===== src/epcs_pkg.sv =====
// ****************************************
// shared constants for the register space
// ****************************************
package epcs_pkg;

  // bus shape
  localparam int unsigned DATA_W = 32;
  localparam int unsigned NUM_CNT = 4;

  // page bases
  localparam logic [31:0] CFG_BASE = 32'h0000_0000;
  localparam logic [31:0] STAT_BASE = 32'h0000_0400;
  localparam logic [31:0] CNT_BASE = 32'h0000_0500;

  // register offsets
  localparam logic [31:0] GT_RESET_OFF = CFG_BASE + 32'h0000_0000;
  localparam logic [31:0] RESET_OFF = CFG_BASE + 32'h0000_0004;
  localparam logic [31:0] MODE_OFF = CFG_BASE + 32'h0000_0008;
  localparam logic [31:0] TICK_OFF = CFG_BASE + 32'h0000_0020;
  localparam logic [31:0] USER_OFF = CFG_BASE + 32'h0000_0138;
  localparam logic [31:0] TX_STAT_OFF = STAT_BASE + 32'h0000_0000;
  localparam logic [31:0] RX_STAT_OFF = STAT_BASE + 32'h0000_0004;

  // field positions and reset values
  localparam int unsigned MODE_SNAP_SEL_BIT = 30;
  localparam logic [31:0] GT_RESET_RST = 32'h0000_0000;
  localparam logic [31:0] RESET_RST = 32'h0000_0000;
  localparam logic [31:0] MODE_RST = 32'h0000_0000;
  localparam logic [31:0] USER_RST = 32'h0000_0000;
  localparam logic [31:0] STAT_RST = 32'h0000_0000;

  // response codes
  localparam logic [1:0] RESP_OKAY = 2'h0;
  localparam logic [1:0] RESP_SLVERR = 2'h2;

  // decoded register targets, one-hot
  typedef enum logic [8:0] {
    REG_NONE = 9'h001,
    REG_GT_RESET = 9'h002,
    REG_RESET = 9'h004,
    REG_MODE = 9'h008,
    REG_TICK = 9'h010,
    REG_USER = 9'h020,
    REG_TX_STAT = 9'h040,
    REG_RX_STAT = 9'h080,
    REG_CNT = 9'h100
  } epcs_reg_t;

  // read answer: data plus response code
  typedef struct packed {
    logic [31:0] data;
    logic [1:0] resp;
  } epcs_rsp_t;

  // status event pulses from the core
  typedef struct packed {
    logic [31:0] tx;
    logic [31:0] rx;
  } epcs_evt_t;

endpackage : epcs_pkg


===== src/epcs_stat_bank.sv =====
`timescale 1ns/1ns
// ****************************************
// live counters and snapshot capture
// ****************************************
module epcs_stat_bank
  import epcs_pkg::*;
#(
  parameter int unsigned N = NUM_CNT,
  parameter int unsigned W = DATA_W
)
(
  input wire logic clock,
  input wire logic rst_n,
  input wire logic [N-1:0] inc,
  input wire logic snap_req,
  output logic snap_ack,
  output logic [N*W-1:0] cap
);

  logic take;

  // a toggle on the request not yet answered
  assign take = snap_req != snap_ack;

  always_ff @(posedge clock or negedge rst_n)
  begin
    if (!rst_n)
      snap_ack <= 1'b0;
    else if (take)
      snap_ack <= snap_req;
  end

  genvar gi;
  generate
    for (gi = 0; gi < N; gi++)
    begin : g_cnt
      logic [W-1:0] live_q;
      logic [W-1:0] cap_q;
      always_ff @(posedge clock or negedge rst_n)
      begin
        if (!rst_n)
        begin
          live_q <= '0;
          cap_q <= '0;
        end
        else if (take)
        begin
          // this cycle's event goes into the captured value, not lost
          cap_q <= live_q + W'(inc[gi]);
          live_q <= '0;
        end
        else
        begin
          live_q <= live_q + W'(inc[gi]);
        end
      end
      // one driver per slice of the flat capture bus
      assign cap[gi*W +: W] = cap_q;
    end
  endgenerate

endmodule : epcs_stat_bank


===== src/epcs_axi_regs.sv =====
`timescale 1ns/1ns
// Functional notes
// - registers reachable over AXI4-Lite slave port
// - PCS RX and TX: three clock domains each
// - each RX lane runs on own recovered clock
// - lane data synchronized into RX core domain
// - lane clock is bit rate over serdes width
// - reset forces every register to default
// - pages: config 0x0000, status 0x0400, counters 0x0500
// - registers 32 bits, word aligned
// - full word written, strobes ignored, full read
// - unmapped addresses reserved, answer with error
// - select bit 0: pin pulse triggers snapshot
// - select bit 1: tick register access triggers
// - snapshot copies counters and clears live ones
// - captured values survive repeated reads
// - status read-only, clear on read, reset clears
module epcs_axi_regs
  import epcs_pkg::*;
#(
  parameter int unsigned N_CNT = NUM_CNT
)
(
  input wire logic clock,
  input wire logic rst_n,
  input wire logic [31:0] s_axi_awaddr,
  input wire logic s_axi_awvalid,
  output logic s_axi_awready,
  input wire logic [31:0] s_axi_wdata,
  input wire logic [3:0] s_axi_wstrb,
  input wire logic s_axi_wvalid,
  output logic s_axi_wready,
  output logic [1:0] s_axi_bresp,
  output logic s_axi_bvalid,
  input wire logic s_axi_bready,
  input wire logic [31:0] s_axi_araddr,
  input wire logic s_axi_arvalid,
  output logic s_axi_arready,
  output logic [31:0] s_axi_rdata,
  output logic [1:0] s_axi_rresp,
  output logic s_axi_rvalid,
  input wire logic s_axi_rready,
  input wire logic stats_snapshot_pulse_in,
  input wire logic [N_CNT-1:0] stat_inc,
  input wire epcs_evt_t status_evt,
  input wire logic rx_reset,
  input wire logic tx_reset,
  output logic [31:0] ctl_gt_reset,
  output logic [31:0] ctl_reset,
  output logic [31:0] ctl_mode,
  output logic [31:0] ctl_user
);

  // ****************************************
  // address decode
  // ****************************************

  function automatic epcs_reg_t reg_decode(input logic [31:0] a);
    epcs_reg_t r;
    r = REG_NONE;
    if (a[1:0] == 2'h0)
    begin
      case (a)
        GT_RESET_OFF: r = REG_GT_RESET;
        RESET_OFF: r = REG_RESET;
        MODE_OFF: r = REG_MODE;
        TICK_OFF: r = REG_TICK;
        USER_OFF: r = REG_USER;
        TX_STAT_OFF: r = REG_TX_STAT;
        RX_STAT_OFF: r = REG_RX_STAT;
        default:
          if (a >= CNT_BASE && a < CNT_BASE + 32'(N_CNT * 4))
            r = REG_CNT;
      endcase
    end
    return r;
  endfunction : reg_decode

  logic awready_q, wready_q, bvalid_q, arready_q, rvalid_q;
  logic [1:0] bresp_q, rresp_q;
  logic [31:0] rdata_q;
  logic wr_hs, rd_hs;
  epcs_reg_t wdec, rdec;
  logic [31:0] tx_stat_q, rx_stat_q;
  logic [31:0] tx_clr, rx_clr;
  logic snap_meta_q, snap_sync_q, snap_prev_q;
  logic snap_req_q, snap_ack, tick_hit, pin_rise, trigger;
  logic [N_CNT*DATA_W-1:0] cap;
  logic [5:0] cnt_idx;
  epcs_rsp_t rd_rsp;

  assign wdec = reg_decode(s_axi_awaddr);
  assign rdec = reg_decode(s_axi_araddr);
  assign wr_hs = awready_q & s_axi_awvalid & s_axi_wvalid;
  assign rd_hs = arready_q & s_axi_arvalid;

  // ****************************************
  // write channel
  // ****************************************

  always_ff @(posedge clock or negedge rst_n)
  begin
    if (!rst_n)
    begin
      awready_q <= 1'b0;
      wready_q <= 1'b0;
    end
    else
    begin
      awready_q <= !awready_q && s_axi_awvalid && s_axi_wvalid && !bvalid_q;
      wready_q <= !awready_q && s_axi_awvalid && s_axi_wvalid && !bvalid_q;
    end
  end

  always_ff @(posedge clock or negedge rst_n)
  begin
    if (!rst_n)
    begin
      bvalid_q <= 1'b0;
      bresp_q <= RESP_OKAY;
    end
    else if (wr_hs)
    begin
      bvalid_q <= 1'b1;
      bresp_q <= (wdec == REG_NONE) ? RESP_SLVERR : RESP_OKAY;
    end
    else if (s_axi_bready)
      bvalid_q <= 1'b0;
  end

  always_ff @(posedge clock or negedge rst_n)
  begin
    if (!rst_n)
    begin
      ctl_gt_reset <= GT_RESET_RST;
      ctl_reset <= RESET_RST;
      ctl_mode <= MODE_RST;
      ctl_user <= USER_RST;
    end
    else if (wr_hs)
    begin
      case (wdec)
        REG_GT_RESET: ctl_gt_reset <= s_axi_wdata;
        REG_RESET: ctl_reset <= s_axi_wdata;
        REG_MODE: ctl_mode <= s_axi_wdata;
        REG_USER: ctl_user <= s_axi_wdata;
        default: ;
      endcase
    end
  end

  // ****************************************
  // status registers
  // ****************************************

  // clear on read or direction reset
  assign tx_clr = (rd_hs && rdec == REG_TX_STAT) || tx_reset ? 32'hffff_ffff : 32'h0;
  assign rx_clr = (rd_hs && rdec == REG_RX_STAT) || rx_reset ? 32'hffff_ffff : 32'h0;

  // tx and rx apart
  // sticky events, a new event beats the clear
  always_ff @(posedge clock or negedge rst_n)
  begin
    if (!rst_n)
    begin
      tx_stat_q <= STAT_RST;
      rx_stat_q <= STAT_RST;
    end
    else
    begin
      tx_stat_q <= (tx_stat_q & ~tx_clr) | status_evt.tx;
      rx_stat_q <= (rx_stat_q & ~rx_clr) | status_evt.rx;
    end
  end

  // ****************************************
  // snapshot trigger
  // ****************************************

  // source clock set outside
  // pin pulse through two flops, then edge detect
  always_ff @(posedge clock or negedge rst_n)
  begin
    if (!rst_n)
    begin
      snap_meta_q <= 1'b0;
      snap_sync_q <= 1'b0;
      snap_prev_q <= 1'b0;
    end
    else
    begin
      snap_meta_q <= stats_snapshot_pulse_in;
      snap_sync_q <= snap_meta_q;
      snap_prev_q <= snap_sync_q;
    end
  end

  assign pin_rise = snap_sync_q & ~snap_prev_q;
  assign tick_hit = (wr_hs && wdec == REG_TICK) || (rd_hs && rdec == REG_TICK);
  assign trigger = ctl_mode[MODE_SNAP_SEL_BIT] ? tick_hit : pin_rise;

  always_ff @(posedge clock or negedge rst_n)
  begin
    if (!rst_n)
      snap_req_q <= 1'b0;
    else if (trigger && snap_req_q == snap_ack)
      snap_req_q <= ~snap_req_q;
  end

  epcs_stat_bank #(
    .N(N_CNT),
    .W(DATA_W)
  ) u_bank (
    .clock(clock),
    .rst_n(rst_n),
    .inc(stat_inc),
    .snap_req(snap_req_q),
    .snap_ack(snap_ack),
    .cap(cap)
  );

  // ****************************************
  // read channel
  // ****************************************

  assign cnt_idx = 6'((s_axi_araddr - CNT_BASE) >> 2);

  // counter reads have no side effect
  always_comb
  begin
    rd_rsp.data = 32'h0;
    rd_rsp.resp = RESP_OKAY;
    case (rdec)
      REG_GT_RESET: rd_rsp.data = ctl_gt_reset;
      REG_RESET: rd_rsp.data = ctl_reset;
      REG_MODE: rd_rsp.data = ctl_mode;
      REG_USER: rd_rsp.data = ctl_user;
      REG_TX_STAT: rd_rsp.data = tx_stat_q;
      REG_RX_STAT: rd_rsp.data = rx_stat_q;
      REG_CNT: rd_rsp.data = cap[cnt_idx*DATA_W +: DATA_W];
      REG_TICK: rd_rsp.data = 32'h0;
      default: rd_rsp.resp = RESP_SLVERR;
    endcase
  end

  always_ff @(posedge clock or negedge rst_n)
  begin
    if (!rst_n)
      arready_q <= 1'b0;
    else
      arready_q <= !arready_q && s_axi_arvalid && !rvalid_q;
  end

  always_ff @(posedge clock or negedge rst_n)
  begin
    if (!rst_n)
    begin
      rvalid_q <= 1'b0;
      rdata_q <= 32'h0;
      rresp_q <= RESP_OKAY;
    end
    else if (rd_hs)
    begin
      rvalid_q <= 1'b1;
      rdata_q <= rd_rsp.data;
      rresp_q <= rd_rsp.resp;
    end
    else if (s_axi_rready)
      rvalid_q <= 1'b0;
  end

  assign s_axi_awready = awready_q;
  assign s_axi_wready = wready_q;
  assign s_axi_bvalid = bvalid_q;
  assign s_axi_bresp = bresp_q;
  assign s_axi_arready = arready_q;
  assign s_axi_rvalid = rvalid_q;
  assign s_axi_rdata = rdata_q;
  assign s_axi_rresp = rresp_q;
endmodule : epcs_axi_regs


===== config.mk =====
export PLATFORM = sky130hd
export DESIGN_NAME = epcs_axi_regs
export DESIGN_NICKNAME = d
export VERILOG_FILES = /design/src/epcs_pkg.sv /design/src/epcs_stat_bank.sv /design/src/epcs_axi_regs.sv
export SDC_FILE = /design/constraint.sdc
export NUM_CORES = 1
export LEC_CHECK = 0
export BUFFER_PORTS_ARGS = -buffer_cell sky130_fd_sc_hd__clkbuf_2
export CAP_MARGIN = 10
export CELL_PAD_IN_SITES_DETAIL_PLACEMENT = 1
export CELL_PAD_IN_SITES_GLOBAL_PLACEMENT = 2
export CORE_MARGIN = 5
export CORE_UTILIZATION = 34
export CTS_BUF_LIST = sky130_fd_sc_hd__clkbuf_8 sky130_fd_sc_hd__clkbuf_16
export CTS_CLUSTER_SIZE = 12
export DETAILED_ROUTE_END_ITERATION = 8
export PLACE_DENSITY = 0.73
export REMOVE_ABC_BUFFERS = 1
export SYNTH_ARGS = -nofsm -noshare
export SYNTH_HDL_FRONTEND = slang
export SYNTH_SLANG_ARGS = --single-unit

===== constraint.sdc =====
create_clock -name clock -period 1.96 [get_ports clock]
set_input_delay 0 -clock clock [delete_from_list [all_inputs] [get_ports clock]]
set_output_delay 0 -clock clock [all_outputs]
set_load 0.01 [all_outputs]

==> results.toml <==
[clock_network]
clk_latency_ns = 0.61
cts_root_buf = "clkbuf_16"
cts_buffer_depth = 3
clkSinkCount = 491
clk_pin_slew_ns = 0.06
h-tree-depth = 2
cts_tree = "done"
cts_made_buffers = 53

[worst_setup_path]
crit_top_cell = "buf_6"
cp_num_buf_inv = 3
critPathArrivalTime_ns = 2.43
path_depth = 7
path_class = "flip-flop to flip-flop"
rr_worst_depth = 7
crit_required_ns = 2.45
worst_setup_path_end_kind = "flip-flop"
critical_path.max_fanout = 5
cp_top_family = "simple AND/OR/NAND/NOR gates"
cp-start-kind = "flip-flop"
cp_slowest_cell = "dfrtp_1"
crit_path_max_incr_delay_ns = 0.35
crit_chain = "and3_4 -> nand3_4 -> buf_6 -> nor4_4 -> buf_6 -> clkbuf_16 -> mux2_2"

[logic_synthesis]
synth_top_area_share_pct = 55.7
synthFlopType = "dfrtp_1"
synth-seq-area-share_pct = 55.7
synth_most_common_cell = "dfrtp_1"
netlist_area_mm2 = 0.0220
synthArstFlopShare_pct = 100
ys_warn_count = 0
yosysTopAreaCell = "dfrtp_1"
synth-seq-cells = 491
synth_edf_count = 0
synth_common_cells = "dfrtp_1, nor2_1, mux2_2, a21oi_1, nand2_1"
synth_cell_type_count = 61
synth_cells = 1925
synth_area_per_cell_um2 = 11.5
yosys-top-cells-area = "dfrtp_1, mux2_2, nor2_1"

[finish]
area_delta_synth_final_pct = 32.2
drive_above_1_share_pct = 32.0
fin_util_pct = 45.3
stdcell_area_mm2 = 0.0291
final_net_count = 2647

[placed_design]
pre_cts_ws_ns = -0.0744
dp_hpwl_um = 53200
gp_congestion = 0.854
place_area_mm2 = 0.0256
io_buffers = 340

[worst_hold_path]
hold_depth = 5
hp-class = "input pin to flip-flop"

[power]
vdd_drop_max_uv = 597
p_per_area_mw_per_mm2 = 930
total_leakage_power_nw = 13.5

[sta]
finalCritPeriodShare_pct = 99.0
finalSetupViolations = 0
rsz0062_at_grt = "yes"
worst_slew_pin_slew_ns = 0.769
hold_viol_final = 0
slew_headroom_pct = 48.8
skew_ns = 0.0262
setup_slack_ns = 0.0198
period_minus_slack_ns = 1.94
clock.fmax_ghz = 0.515
final_max_slew_viol_count = 0

[grt]
grt_pass1_wl_um = 113000
grt_max_degree = 72
antenna_found_initial = 3
grt_pass1_vias = 18596
gr-usage-all-layers_pct = 20.3
grt_overflow = 0

[floorplanning]
die-area_mm2 = 0.0700
start_util_pct = 34.3
coreArea_mm2 = 0.0643
fp.dieW_um = 265
dieHeight_um = 265
io_pins = 347
placementRows = 93

[route]
vias = 17322
avgRoutedWirePerCell_um = 22.4
drc = 0
antenna_left = 0
drt_iter0_markers = 1048
dr.pass1.iters = 5
wl_um = 75100
viasPerCell = 5.17

[status]
status = "complete, no violations"

[run]
cap_violations = 0
sequential cells by signal (all words and copies together) (netlist names), 32 cells and up:
register and count:
ctl_gt_reset 32, ctl_mode 32, ctl_reset 32, ctl_user 32, rx_stat_q 32, s_axi_rdata 32, tx_stat_q 32, u_bank.g_cnt.cap_q 128
u_bank.g_cnt.live_q 128
cell type report:
type / count / area (µm²)
Antenna cell: 2 / 5.00
Timing Repair Buffer: 597 / 4440
Clock buffer: 66 / 1510
Clock inverter: 22 / 126
Inverter: 16 / 60.1
Sequential cell: 491 / 12300
Fill cell: 6932 / 35200
Multi-Input combinational cell: 1302 / 9650
Tap cell: 855 / 1070
per-stage QoR:
step	TNS, ns	std cells	power [mW]	hold slack [ns]
after global routing	-0.674	3350	28.5	0.0665
after global placement	-0.315	3124	17.3	-0.0331
after CTS	0	3339	27.4	0.0125
after detailed placement	-0.857	3124	17.4	-0.0326
after floorplan	-3079.17	1809	12.6	-0.296
final	0	3351	27.1	0.0664
final timing paths:
path                                       from                   endpoint  slack, ns
worst max-delay path               s_axi_wready               ctl_user[27]       0.02
worst min-delay path            s_axi_araddr[4]                 snap_req_q       0.07
worst max register to register     s_axi_wready               ctl_user[27]       0.02
worst min register to register      snap_meta_q                snap_sync_q       0.37
max in group asynchronous                 rst_n  u_bank.g_cnt[2].live_q[8]       1.39
min in group asynchronous                 rst_n            s_axi_rdata[26]       0.11
worst reg2reg max path, cell delays in order (launching register included):
cell       delay, ns
dfrtp_1         0.35
and3_4          0.21
nand3_4         0.10
buf_6           0.17
nor4_4          0.27
buf_6           0.21
clkbuf_16       0.20
mux2_2          0.34
report_power, final:
part           switching [mW]  internal [mW]
registers                1.08           11.6
clock network            4.12           5.48
logic                    2.69           2.18
total                    7.88           19.2
routing by layer:
layer,part of all wire (%),track usage (%),vias to the layer above
met5,0.017,0,-
met4,2.5,4.94,2
met3,4.0,3.24,103
met2,49,34.3,366
met1,44,27.6,8966
li1,-,-,7885
cell usage in the layout (no fill, tap or decap), types with 31 or more instances in the layout:
cell and count:
a21o_1 65, xnor2_1 51, clkbuf_16 57, nor2b_1 32, nor2_1 297, mux2_2 119, clkbuf_2 337, a21oi_1 124
xor2_1 58, a22oi_1 31, a221oi_1 63, nand2_1 92, mux2_4 33, nand3_1 47, mux2i_1 32, dfrtp_1 490
buf_4 93, mux4_2 32, nand4_1 41, dlygate4sd3_1 125
what timing repair did:
item / in CTS / in global routing
gates cloned: 0 / 7
hold buffers: 126 / 0
setup endpoints to repair: 26 / 133
setup buffers: 1 / 3
resized for setup: 7 / 85
pin swaps: 2 / 11
endpoints found under the hold margin: 705 / 0
cell families (layout without fill, tap and decap cells):
kind of cell | after synthesis | in the layout | share of synthesized area (%)
fa+ha+maj | 8 | 8 | 0.454
compound gates | 299 | 299 | 9.25
mux | 224 | 224 | 12.9
other cells | 1 | 4 | 0.0170
flops | 491 | 491 | 55.7
xor+xnor | 122 | 122 | 4.85
buf+inv | 133 | 701 | 2.70
simple gates | 647 | 647 | 14.1
No activity file was read; power rests on OpenSTA's default activity.
